--- src/pscf_pkg.sv ---
package pscf_pkg;
  localparam int          NMOD        = 3;
  localparam int          CW          = 12;
  localparam int          FILT_LEN    = 4;
  // Register byte offsets
  localparam logic [7:0]  CTRL_OFF    = 8'h00;
  localparam logic [7:0]  ICTL_OFF    = 8'h04;
  localparam logic [7:0]  SA_OFF      = 8'h10;
  localparam logic [7:0]  RA_OFF      = 8'h1c;
  localparam logic [7:0]  SB_OFF      = 8'h28;
  localparam logic [7:0]  RB_OFF      = 8'h34;
  localparam logic [7:0]  SYNC_OFF    = 8'h38;
  localparam logic [7:0]  STAT_OFF    = 8'h3c;
  // Control register fields
  localparam int          C_RUN       = 0;
  localparam int          C_CLKSEL    = 1;
  localparam int          C_PRE       = 2;
  localparam int          C_MODE      = 4;
  localparam int          C_POLA      = 5;
  localparam int          C_POLB      = 6;
  localparam int          C_OVL       = 7;
  localparam int          C_IEN_END   = 10;
  localparam int          C_IEN_FLT   = 11;
  localparam int          CTRL_W      = 12;
  // Input control register fields
  localparam int          I_MODE      = 0;
  localparam int          I_LEVEL     = 3;
  localparam int          I_FILT      = 4;
  localparam int          I_ASYA      = 5;
  localparam int          I_ASYB      = 6;
  localparam int          ICTL_W      = 7;
  // Status register: fault flags in [2:0], end-of-cycle flag at 3
  localparam int          S_END       = 3;
  localparam logic [11:0] CTRL_RST    = 12'h000;
  localparam logic [6:0]  ICTL_RST    = 7'h00;
  // Prescaler terminal counts for divide by 1, 4, 32, 256
  localparam logic [7:0]  DIV1_TC     = 8'h00;
  localparam logic [7:0]  DIV4_TC     = 8'h03;
  localparam logic [7:0]  DIV32_TC    = 8'h1f;
  localparam logic [7:0]  DIV256_TC   = 8'hff;
  localparam logic [1:0]  RESP_OK     = 2'h0;
  localparam logic [1:0]  RESP_SLVERR = 2'h2;
endpackage : pscf_pkg

--- src/pscf_top.sv ---
`timescale 1ns/1ps
// Contract
// - With overlap protection on, outputs A and B of a module never both active.
// - Filter enable passes the fault input through a four-cycle digital filter.
// - Async control lets the raw fault input kill outputs without the PWM clock.
// - Under async control the input still runs the normal input logic.
// - Level select set means rising or high active, clear means falling or low.
// - Centered: input A acts only in phase 0, input B only in phase 1.
// - One-ramp: both inputs act over the whole ramp.
// - Input mode picks ignore, kill A, B, A and B, all outputs, or halt.
// - Kill modes suppress outputs while counter and timing run on.
// - Halt mode stops the controller until software sets the run bit.
// - Each module makes an ADC sync pulse from edges of its A or B output in one-ramp mode, from the reset-A match in centered mode if sync bit 1 is clear.
// - An input event is the active edge or the start of the active level.
// - End-of-cycle interrupt, when enabled, on a match with shared reset-B.
// - Fault interrupt, when enabled, on any input fault event; separate line.
// - Clock select picks I/O or PLL clock; prescaler divides by 1, 4, 32, 256.
// - Four 12-bit compares per module: set/reset A, set/reset B, reset-B shared.
// - Each module has its own input logic watching one fault input.
// - Mode bit picks one-ramp counting at 0, centered up/down at 1.
// - Polarity bits make outputs active low when clear, active high when set.
module pscf_top
  import pscf_pkg::*;
(
  input  wire logic             clk,
  input  wire logic             reset,
  input  wire logic             pll_clk_en,
  input  wire logic [NMOD-1:0]  module_fault_input,
  input  wire logic [7:0]       s_axi_awaddr,
  input  wire logic             s_axi_awvalid,
  output logic                  s_axi_awready,
  input  wire logic [31:0]      s_axi_wdata,
  input  wire logic [3:0]       s_axi_wstrb,
  input  wire logic             s_axi_wvalid,
  output logic                  s_axi_wready,
  output logic [1:0]            s_axi_bresp,
  output logic                  s_axi_bvalid,
  input  wire logic             s_axi_bready,
  input  wire logic [7:0]       s_axi_araddr,
  input  wire logic             s_axi_arvalid,
  output logic                  s_axi_arready,
  output logic [31:0]           s_axi_rdata,
  output logic [1:0]            s_axi_rresp,
  output logic                  s_axi_rvalid,
  input  wire logic             s_axi_rready,
  output logic [NMOD-1:0]       module_output_a,
  output logic [NMOD-1:0]       module_output_b,
  output logic [NMOD-1:0]       adc_sync_out,
  output logic                  end_of_cycle_vector,
  output logic                  fault_event_vector
);
  // ****************************************
  // State
  // ****************************************
  typedef struct packed {
    logic                          awready, wready, bvalid, arready, rvalid;
    logic [1:0]                    bresp, rresp;
    logic [31:0]                   rdata;
    logic [CTRL_W-1:0]             ctrl;
    logic [NMOD-1:0][ICTL_W-1:0]   ictl;
    logic [NMOD-1:0][CW-1:0]       sa, ra, sb;
    logic [CW-1:0]                 rb;
    logic [NMOD-1:0][1:0]          sync;
    logic [3:0]                    flags;
    logic [7:0]                    pre_cnt;
    logic [CW-1:0]                 cnt;
    logic                          down;
    logic [NMOD-1:0][FILT_LEN-1:0] filt_sh;
    logic [NMOD-1:0]               filt_v, hit_prev, act_a, act_b, outa, outb, adc;
    logic                          irq_end, irq_flt;
  } pscf_state_t;

  pscf_state_t q_q, s_d;
  logic        tick, eoc, halt;
  logic [NMOD-1:0] ev;

  function automatic logic [31:0] pscf_merge(input logic [31:0] old, input logic [31:0] dat,
                                             input logic [3:0] be);
    logic [31:0] m;
    m = {{8{be[3]}}, {8{be[2]}}, {8{be[1]}}, {8{be[0]}}};
    return (old & ~m) | (dat & m);
  endfunction : pscf_merge

  // ****************************************
  // Next state
  // ****************************************
  always_comb begin
    logic [7:0]      div_tc;
    logic [31:0]     w;
    logic            onr, ph_a, act, hit_a, hit_b, a, b, all_dis, raw_a, raw_b;
    logic [NMOD-1:0] dis_a, dis_b, asy_a, asy_b;
    logic [2:0]      md;
    logic            wok, rok;
    div_tc  = DIV1_TC;
    w       = 32'h0;
    act     = 1'b0;
    hit_a   = 1'b0;
    hit_b   = 1'b0;
    a       = 1'b0;
    b       = 1'b0;
    raw_a   = 1'b0;
    raw_b   = 1'b0;
    ph_a    = 1'b0;
    md      = 3'h0;
    all_dis = 1'b0;
    dis_a   = '0;
    dis_b   = '0;
    asy_a   = '0;
    asy_b   = '0;
    wok     = 1'b0;
    rok     = 1'b0;
    halt    = 1'b0;
    ev      = '0;
    s_d     = q_q;
    onr     = !q_q.ctrl[C_MODE];
    // Bus slave: address and data are taken together, one write and one read at a time
    s_d.awready = s_axi_awvalid && s_axi_wvalid && !q_q.awready && !q_q.bvalid;
    s_d.wready  = s_axi_awvalid && s_axi_wvalid && !q_q.awready && !q_q.bvalid;
    if (q_q.bvalid && s_axi_bready) s_d.bvalid = 1'b0;
    if (q_q.awready) begin
      wok = 1'b1;
      unique case (s_axi_awaddr)
        CTRL_OFF: s_d.ctrl = CTRL_W'(pscf_merge(32'(q_q.ctrl), s_axi_wdata, s_axi_wstrb));
        RB_OFF:   s_d.rb = CW'(pscf_merge(32'(q_q.rb), s_axi_wdata, s_axi_wstrb));
        STAT_OFF: s_d.flags = q_q.flags & ~(s_axi_wdata[3:0] & {4{s_axi_wstrb[0]}});
        SYNC_OFF: s_d.sync = 6'(pscf_merge(32'(q_q.sync), s_axi_wdata, s_axi_wstrb));
        default:  wok = 1'b0;
      endcase
      for (int m = 0; m < NMOD; m++) begin
        if (s_axi_awaddr == ICTL_OFF + 8'(4*m)) begin
          wok = 1'b1;
          s_d.ictl[m] = ICTL_W'(pscf_merge(32'(q_q.ictl[m]), s_axi_wdata, s_axi_wstrb));
        end
        if (s_axi_awaddr == SA_OFF + 8'(4*m)) begin
          wok = 1'b1;
          s_d.sa[m] = CW'(pscf_merge(32'(q_q.sa[m]), s_axi_wdata, s_axi_wstrb));
        end
        if (s_axi_awaddr == RA_OFF + 8'(4*m)) begin
          wok = 1'b1;
          s_d.ra[m] = CW'(pscf_merge(32'(q_q.ra[m]), s_axi_wdata, s_axi_wstrb));
        end
        if (s_axi_awaddr == SB_OFF + 8'(4*m)) begin
          wok = 1'b1;
          s_d.sb[m] = CW'(pscf_merge(32'(q_q.sb[m]), s_axi_wdata, s_axi_wstrb));
        end
      end
      s_d.bvalid = 1'b1;
      s_d.bresp  = wok ? RESP_OK : RESP_SLVERR;
    end
    s_d.arready = s_axi_arvalid && !q_q.arready && !q_q.rvalid;
    if (q_q.rvalid && s_axi_rready) s_d.rvalid = 1'b0;
    if (q_q.arready) begin
      rok = 1'b1;
      unique case (s_axi_araddr)
        CTRL_OFF: w = 32'(q_q.ctrl);
        RB_OFF:   w = 32'(q_q.rb);
        STAT_OFF: w = {27'h0, q_q.ctrl[C_RUN], q_q.flags};
        SYNC_OFF: w = 32'(q_q.sync);
        default:  rok = 1'b0;
      endcase
      for (int m = 0; m < NMOD; m++) begin
        if (s_axi_araddr == ICTL_OFF + 8'(4*m)) begin rok = 1'b1; w = 32'(q_q.ictl[m]); end
        if (s_axi_araddr == SA_OFF + 8'(4*m))   begin rok = 1'b1; w = 32'(q_q.sa[m]);   end
        if (s_axi_araddr == RA_OFF + 8'(4*m))   begin rok = 1'b1; w = 32'(q_q.ra[m]);   end
        if (s_axi_araddr == SB_OFF + 8'(4*m))   begin rok = 1'b1; w = 32'(q_q.sb[m]);   end
      end
      s_d.rvalid = 1'b1;
      s_d.rdata  = w;
      s_d.rresp  = rok ? RESP_OK : RESP_SLVERR;
    end

    // ****************************************
    // Clock select and prescaler
    // ****************************************
    unique case (q_q.ctrl[C_PRE +: 2])
      2'h0: div_tc = DIV1_TC;
      2'h1: div_tc = DIV4_TC;
      2'h2: div_tc = DIV32_TC;
      2'h3: div_tc = DIV256_TC;
    endcase
    tick = 1'b0;
    if (q_q.ctrl[C_RUN] && (!q_q.ctrl[C_CLKSEL] || pll_clk_en)) begin
      if (q_q.pre_cnt >= div_tc) begin
        s_d.pre_cnt = 8'h00;
        tick        = 1'b1;
      end else begin
        s_d.pre_cnt = q_q.pre_cnt + 8'h01;
      end
    end
    eoc = tick && (q_q.cnt == q_q.rb);

    // ****************************************
    // Counter: fault kill modes never touch it
    // ****************************************
    if (tick) begin
      if (onr) begin
        s_d.down = 1'b0;
        s_d.cnt  = eoc ? '0 : q_q.cnt + CW'(1);
      end else if (!q_q.down) begin
        if (q_q.cnt >= q_q.rb) begin
          s_d.down = 1'b1;
          s_d.cnt  = (q_q.cnt == '0) ? '0 : q_q.cnt - CW'(1);
        end else begin
          s_d.cnt  = q_q.cnt + CW'(1);
        end
      end else if (q_q.cnt == '0) begin
        s_d.down = 1'b0;
        s_d.cnt  = (q_q.rb == '0) ? '0 : CW'(1);
      end else begin
        s_d.cnt  = q_q.cnt - CW'(1);
      end
    end

    // ****************************************
    // Fault inputs, one per module
    // ****************************************
    for (int m = 0; m < NMOD; m++) begin
      md = q_q.ictl[m][I_MODE +: 3];
      if (tick) begin
        s_d.filt_sh[m] = {q_q.filt_sh[m][FILT_LEN-2:0], module_fault_input[m]};
        if (&s_d.filt_sh[m]) s_d.filt_v[m] = 1'b1;
        if (~|s_d.filt_sh[m]) s_d.filt_v[m] = 1'b0;
      end
      act = (q_q.ictl[m][I_FILT] ? q_q.filt_v[m] : module_fault_input[m])
            ^ !q_q.ictl[m][I_LEVEL];
      ph_a  = onr ? (q_q.cnt < q_q.ra[m]) : (q_q.cnt < q_q.sa[m]);
      hit_a = act && (onr || ph_a);
      hit_b = act && (onr || !ph_a);
      if (tick) s_d.hit_prev[m] = hit_a || hit_b;
      ev[m] = tick && (hit_a || hit_b) && !q_q.hit_prev[m] && (md != 3'h0);
      dis_a[m] = hit_a && (md == 3'h1 || md == 3'h3);
      dis_b[m] = hit_b && (md == 3'h2 || md == 3'h3);
      if (md[2] && !md[1] && (hit_a || hit_b)) all_dis = 1'b1;
      if (md[2] && md[1] && ev[m]) halt = 1'b1;
      // Raw pin path works even when the divided clock is stalled
      asy_a[m] = q_q.ictl[m][I_ASYA] && (module_fault_input[m] ^ !q_q.ictl[m][I_LEVEL]);
      asy_b[m] = q_q.ictl[m][I_ASYB] && (module_fault_input[m] ^ !q_q.ictl[m][I_LEVEL]);
    end
    // Halt beats a run-bit write in the same cycle so a fault is never missed
    if (halt) s_d.ctrl[C_RUN] = 1'b0;
    s_d.flags[NMOD-1:0] = s_d.flags[NMOD-1:0] | ev;
    if (eoc) s_d.flags[S_END] = 1'b1;
    s_d.irq_end = q_q.ctrl[C_IEN_END] && q_q.flags[S_END];
    s_d.irq_flt = q_q.ctrl[C_IEN_FLT] && (|q_q.flags[NMOD-1:0]);

    // ****************************************
    // Waveforms, overlap, polarity, ADC sync
    // ****************************************
    for (int m = 0; m < NMOD; m++) begin
      raw_a = onr ? (q_q.cnt >= q_q.sa[m] && q_q.cnt < q_q.ra[m]) : (q_q.cnt < q_q.sa[m]);
      raw_b = onr ? (q_q.cnt >= q_q.sb[m] && q_q.cnt < q_q.rb) : (q_q.cnt >= q_q.sb[m]);
      a = q_q.ctrl[C_RUN] && raw_a && !dis_a[m] && !all_dis && !asy_a[m];
      b = q_q.ctrl[C_RUN] && raw_b && !dis_b[m] && !all_dis && !asy_b[m];
      if (q_q.ctrl[C_OVL + m] && a) b = 1'b0;
      s_d.act_a[m] = a;
      s_d.act_b[m] = b;
      s_d.outa[m]  = q_q.ctrl[C_POLA] ? a : !a;
      s_d.outb[m]  = q_q.ctrl[C_POLB] ? b : !b;
      if (onr) begin
        unique case (q_q.sync[m])
          2'h0: s_d.adc[m] = a && !q_q.act_a[m];
          2'h1: s_d.adc[m] = !a && q_q.act_a[m];
          2'h2: s_d.adc[m] = b && !q_q.act_b[m];
          2'h3: s_d.adc[m] = !b && q_q.act_b[m];
        endcase
      end else begin
        s_d.adc[m] = tick && !q_q.sync[m][1] && (q_q.cnt == q_q.ra[m])
                     && (q_q.down != q_q.sync[m][0]);
      end
    end
  end

  always_ff @(posedge clk) begin
    if (reset) begin
      q_q      <= '0;
      q_q.ctrl <= CTRL_RST;
      q_q.ictl <= {NMOD{ICTL_RST}};
      q_q.outa <= '1;
      q_q.outb <= '1;
    end else begin
      q_q <= s_d;
    end
  end

  assign s_axi_awready       = q_q.awready;
  assign s_axi_wready        = q_q.wready;
  assign s_axi_bvalid        = q_q.bvalid;
  assign s_axi_bresp         = q_q.bresp;
  assign s_axi_arready       = q_q.arready;
  assign s_axi_rvalid        = q_q.rvalid;
  assign s_axi_rdata         = q_q.rdata;
  assign s_axi_rresp         = q_q.rresp;
  assign module_output_a     = q_q.outa;
  assign module_output_b     = q_q.outb;
  assign adc_sync_out        = q_q.adc;
  assign end_of_cycle_vector = q_q.irq_end;
  assign fault_event_vector  = q_q.irq_flt;
endmodule : pscf_top

--- config.mk ---
export PLATFORM = sky130hd
export DESIGN_NAME = pscf_top
export DESIGN_NICKNAME = d
export VERILOG_FILES = /design/src/pscf_pkg.sv /design/src/pscf_top.sv
export SDC_FILE = /design/constraint.sdc
export NUM_CORES = 1
export LEC_CHECK = 0
export BUFFER_PORTS_ARGS = -buffer_cell sky130_fd_sc_hd__buf_4
export CELL_PAD_IN_SITES_DETAIL_PLACEMENT = 0
export CELL_PAD_IN_SITES_GLOBAL_PLACEMENT = 1
export CORE_ASPECT_RATIO = 0.9
export CORE_UTILIZATION = 27
export CTS_CLUSTER_SIZE = 14
export DETAILED_ROUTE_END_ITERATION = 10
export MAX_ROUTING_LAYER = met4
export PLACE_DENSITY_LB_ADDON = 0.05
export RECOVER_POWER = 100
export SYNTH_ARGS = -nofsm -noshare
export SYNTH_HDL_FRONTEND = slang
export SYNTH_SLANG_ARGS = --single-unit
export TNS_END_PERCENT = 1
--- constraint.sdc ---
create_clock -name clk -period 2.6 [get_ports clk]
set_input_delay 0.26 -clock clk [delete_from_list [all_inputs] [get_ports clk]]
set_output_delay 0.26 -clock clk [all_outputs]
set_load 0.02 [all_outputs]
======== Word-level counts from Yosys, hierarchy flattened ========
Index checks and enable logic that the tools add are counted.
storage, ports and cells
  flip-flop bits (word level) ............. 256
  bits in latches ......................... 0
  bits in writable memories ............... 0
  memory bits (read-only) ................. 0
  input bits .............................. 63
  output and inout port bits .............. 52
  memories ................................ 0
operators by class
  $add $sub $neg .......................... 3
  $mul .................................... 0
  div/mod/pow operators ................... 0
  $lt $le $gt $ge ......................... 15
  eq/ne operators ......................... 61
  shift-type cells ........................ 0
  mux-type cells .......................... 102
  bitwise operators ....................... 42
  reductions and logical operators ........ 210
operator list
  kind                count
  $mux 32             11
  $and 12x12->12      12
  $or 12x12->12       11
  $eq 8x6->1 const B  16
  $logic_and 1x1->1   104
  $ge 12x12->1        7
  $lt 12x12->1        7
  $mux 1              74
  $eq 8x5->1 const B  8
  $mux 12             5
  $eq 12x12->1        4
  $pmux 12 s4         1
  $logic_not 1->1     46
  $reduce_and 2->1    19
  $eq 8x4->1 const B  4
  $pmux 8 s4          1
  $mux 13             2
  $logic_not 12->1    2
  $and 7x7->7         3
  $or 7x7->7          3
  $reduce_or 4->1     5
  $eq 3x2->1 const B  6
  $eq 2x2->1 const B  8
  $eq 8x3->1 const B  2
  other kinds (27)    72

======== Logic depth before layout (Yosys ltp) ========
  depth after elaboration ................. 19
  gate-level depth with buffers ........... 13

======== Least setup slack after synthesis ========
OpenSTA, ideal clock, no wires.
  kind .................................... register to register
  start ................................... reg q_q[36] (netlist name)
  end ..................................... reg q_q, in the netlist adc_sync_out[2]
  setup time .............................. 0.125 ns
  arrival time ............................ 2.723 ns
  required time ........................... 2.475 ns
  path slack .............................. -0.248 ns
  stages on the path, launching flop included .. 12
  buffers on the path ..................... 0
  clock period less this slack ............ 2.848 ns
  cell sequence ........................... dfxtp_1 -> inv_1 -> ha_1 -> nand2b_1 -> a2111oi_2 -> o21bai_1 -> a2111o_1 -> a221oi_1 -> a2111oi_4 -> o21ai_2 -> mux2i_1 -> o21ai_1
on the way
  cells in the longest elaborated chain, start to end .. 19
  elaborated cells between the ends (all ways) .. 66
  classes of those cells .................. order compare (9); eq/ne (1); mux (11); reduce/logical (45)
ends and longest elaborated chain
  what                             RTL line                          RTL
  start: declaration               pscf_top.sv:73                    pscf_state_t q_q, s_d;
  $lt 12x12->1                     pscf_top.sv:226                   ph_a = onr ? (q_q.cnt < q_q.ra[m]) : (q_q.cnt < q_q.sa[m]);
  $mux 1                           pscf_top.sv:226
  $logic_not 1->1                  pscf_top.sv:228                   hit_b = act && (onr || !ph_a);
  $logic_or 1x1->1                 pscf_top.sv:228
  $logic_and 1x1->1                pscf_top.sv:228
  $logic_or 1x1->1                 pscf_top.sv:233                   if (md[2] && !md[1] && (hit_a || hit_b)) all_dis = 1'b1;
  $logic_and 1x1->1                pscf_top.sv:233
  $mux 1 (3 in series)             pscf_top.sv:233
  $logic_not 1->1                  pscf_top.sv:252, pscf_top.sv:253
  $logic_and 1x1->1 (2 in series)  pscf_top.sv:252                   a = q_q.ctrl[C_RUN] && raw_a && !dis_a[m] && !all_dis && !asy_a[m];
  $logic_and 1x1->1                pscf_top.sv:254                   if (q_q.ctrl[C_OVL + m] && a) b = 1'b0;
  $mux 1                           pscf_top.sv:254
  $logic_not 1->1                  pscf_top.sv:264                   2'h3: s_d.adc[m] = !b && q_q.act_b[m];
  $logic_and 1x1->1                pscf_top.sv:264
  $pmux 1 s4                       pscf_top.sv:260                   unique case (q_q.sync[m])
  $mux 1 (*)                       pscf_top.sv:259                   if (onr) begin
Every way passes the cells marked *; elsewhere a longest branch is shown, timed or not.
A chain may end at the register's enable or synchronous reset.

======== Worst setup path after layout ========
  start ................................... reg q_q[43] (netlist name)
  end ..................................... reg q_q, in the netlist adc_sync_out[0]
on the way
  cells in the longest elaborated chain, start to end .. 19
  elaborated cells between the ends (all ways) .. 66
  classes of those cells .................. order compare (9); eq/ne (1); mux (11); reduce/logical (45)
ends and longest elaborated chain
  what                             RTL line
  $lt 12x12->1                     pscf_top.sv:226, pscf_top.sv:250
  $mux 1                           pscf_top.sv:226
  $logic_not 1->1                  pscf_top.sv:228
  $logic_or 1x1->1                 pscf_top.sv:228
  $logic_and 1x1->1                pscf_top.sv:228
  $logic_or 1x1->1                 pscf_top.sv:233
  $logic_and 1x1->1                pscf_top.sv:233
  $mux 1 (3 in series)             pscf_top.sv:233
  $logic_not 1->1                  pscf_top.sv:252, pscf_top.sv:253
  $logic_and 1x1->1 (2 in series)  pscf_top.sv:252
  $logic_and 1x1->1                pscf_top.sv:254
  $mux 1                           pscf_top.sv:254
  $logic_not 1->1                  pscf_top.sv:264
  $logic_and 1x1->1                pscf_top.sv:264
  $pmux 1 s4                       pscf_top.sv:260
  $mux 1 (*)                       pscf_top.sv:259
Marked as above.

==> out/qor.txt <==
Vias in the first global route: 13490
H-Tree Depth: 1
Max-Cap Viols: 0
Slack of the critical path: -0.1118 ns
Clk_skew: 0.02590 ns
Final non-filler cell total: 2754
Tot Pwr: 0.008379 W
Wirelength, routed: 64320 um
Leak: 7.857 nW
Clk sinks: 234
Worst Setup SP: q_q[43]
# DRC: 0
Post-route minimum period: 2.712 ns
First DRT Iteration DRCs: 893
Critical Path Fanout Max: 4
Worst Path Buf+Inv: 3
Slew @ Worst Pin: 1.461 ns
First-pass DRT Iterations: 5
Die area: 53980 um2
I/O Buffers: 70
Sequential fraction of the synthesis area: 32.70%
Async SR Flop Fraction: 0%
Diode count: 0
Inst Count DP: 2680
Routability cong.: 0.9105
Synth Flop Type: dfxtp_1
CTS tree: built
CP dominant cell by count: buf_4
Crit start category: register
Reg2reg end: adc_sync_out[0]
Crit share post-route: 104.3%
Top-count cell post-synth: nor2_1
Area delta synth->final: 31.99%
Die height: 220.5 um
Cell accounting for the most synthesized area: dfxtp_1
First-pass GRT wire length: 92020 um
Dpl ws: -0.4332 ns
CP max stage cell: a221oi_1
CTS Buffer Depth: 3
Critical-path cell list: buf_4 > ha_4 > a21oi_4 > o21ai_2 > a221oi_1 > a21boi_2 > o21ai_0 > buf_4 > nand3_1 > nand4b_1 > buf_4 > mux2i_1 > o21ai_1
CORE AREA: 51990 um2
Vias per inst: 5.010
Area contributors post-synth: dfxtp_1 (33%), mux2i_1 (12%), ha_1 (12%)
Syn Inst Count: 1729
Failing checks: negative setup slack
VDD IR max: 0.4756 mV
Status: complete, but fails checks
# IOs: 115
# nets final: 2240
Worst min path class: in2reg
Max transition margin: 2.629%
Routed len/inst: 23.35 um
WS Path Type: reg2reg
TritonCTS buffer count: 31
Largest net degree at the start of global routing: 64
EDFF count, synth: 0
Synthesized cell area: 14320 um2
Via count: 13800
Antenna violations before repair: 1
YS warnings: 0
Syn_area_per_cell: 8.285 um2
CTS clk-pin slew, worst paths: 0.06 ns
R2R Path Start: q_q[43]
Flop-to-flop setup slack: -0.11 ns
Cell Pwr Density: 443.1 nW/um2
Max incr delay on CP: 0.41 ns
Endpoints failing setup: 7
Worst Reg-to-Reg Cells: 13
Critical path required time: 3.05 ns
Remaining global-route overflow: 0
Highest Clock Rate: 0.3688 GHz
Final max-slew violation count: 0
Commonest cells post-synth: nor2_1 (273), dfxtp_1 (234), mux2i_1 (172)
Routed Antenna Nets: 0
Initial Util: 27.55%
Layout cells sized above 1: 22.41%
Arr. time, crit path: 3.16 ns
Filler cells: 5526
Seq cells post-synth: 234
Final hold vios: 0
Distinct cells, synth: 72
Hold Path Depth: 3
CP Capture Point: adc_sync_out[0]
Synth top area share: 32.70%
Row Count: 79
RSZ-0062 raised after global routing: yes
WP depth: 13
Die width: 244.8 um
Clk_lat worst skew: 0.60 ns
Largest delay share family, worst path: compound AO/OA/AOI/OAI gates
Clock root cell: clkbuf_16
CP Capture Type: register
Overall Global Routing Usage: 24.17%
Post-DP HPWL: 49280 um
-- layout make-up --
cell class | instances | area (um2) | area share, %
Clock buffer | 47 | 925.9 | 4.897
Clock inverter | 7 | 66.31 | 0.3507
Inverter | 133 | 501.7 | 2.654
Multi-Input combinational cell | 1265 | 9016 | 47.68
Sequential cell | 234 | 4703 | 24.87
Tap cell | 688 | 860.8 | 4.553
Timing Repair Buffer | 380 | 2834 | 14.99
-- placed cells by master (no fill, tap or decap), types with 18 or more instances in the layout --
master,instances
buf_4,304
nor2_1,270
dfxtp_1,225
mux2i_1,172
inv_1,132
nand2_1,128
ha_1,121
a21oi_1,86
clkbuf_1,48
o21ai_0,42
nand3_1,41
clkbuf_16,32
nor3_1,22
conb_1,22
a22oi_1,21
nand2b_1,19
a211oi_1,19
nand4_1,18
a221oi_1,18
-- layer usage --
metal / vias to the layer above / GRT usage (%) / wire (um)
li1: 6700 / - / -
met2: 302 / 36.83 / 28350
met3: 68 / 2.693 / 2837
met5: - / - / 0
met1: 6728 / 33.78 / 31550
met4: 0 / 6.250 / 1578
-- how the worst min path moves through the flow --
| stage | startpoint | endpoint | slack [ns] |
|---|---|---|---|
| 2_1_floorplan | s_axi_wvalid | s_axi_wready | 0.38 |
| 3_3_place_gp | s_axi_bvalid | s_axi_wready | 0.45 |
| 3_5_place_dp | s_axi_bvalid | s_axi_wready | 0.45 |
| 4_1_cts | s_axi_wdata[10] | register | 0.02 |
| 5_1_grt | s_axi_wdata[9] | register | 0.05 |
| 6_report | s_axi_wdata[10] | register | 0.05 |
-- metrics by stage --
stage / setup TNS, ns / instance area (um2) / hold WS [ns] / utilization, %
after detailed placement: -5.024 / 17460 / 0.4458 / 33.59
after floorplan: 0 / 14410 / 0.3794 / -
final: -0.4720 / 18910 / 0.04953 / 36.37
after global routing: -4.509 / 18910 / 0.04851 / 36.37
after CTS: -0.5964 / 18740 / 0.01787 / 36.05
after global placement: -5.054 / 17460 / 0.4452 / 33.59
-- worst reg2reg max path: stages (launching register included) --
cell,delay (ns)
dfxtp_1,0.33
buf_4,0.20
ha_4,0.24
a21oi_4,0.18
o21ai_2,0.08
a221oi_1,0.41
a21boi_2,0.21
o21ai_0,0.10
buf_4,0.16
nand3_1,0.08
nand4b_1,0.15
buf_4,0.17
mux2i_1,0.14
o21ai_1,0.10
-- where the power goes --
group          switching [W]  internal (W)
logic               0.000347      0.000149
registers          0.0000112       0.00360
clock network        0.00175       0.00252
-- kinds of logic (layout without fill, tap and decap cells) --
group | Yosys count | count (layout) | synth area share, %
simple gates | 578 | 578 | 18.29
compound gates | 333 | 333 | 15.78
buf+inv | 251 | 567 | 7.870
flops | 234 | 234 | 32.70
mux | 176 | 176 | 12.33
fa+ha+maj | 132 | 132 | 11.53
xor+xnor | 24 | 24 | 1.467
other cells | 1 | 22 | 0.02618
-- timing repair --
item	in CTS	in global routing
buffers inserted	3	8
hold buffers	8	0
pin swaps	15	21
hold endpoints to repair	7	0
resized for setup	48	53
gates cloned	0	1
endpoints found under the setup margin	27	45
Power figures use the tool's default switching activity.
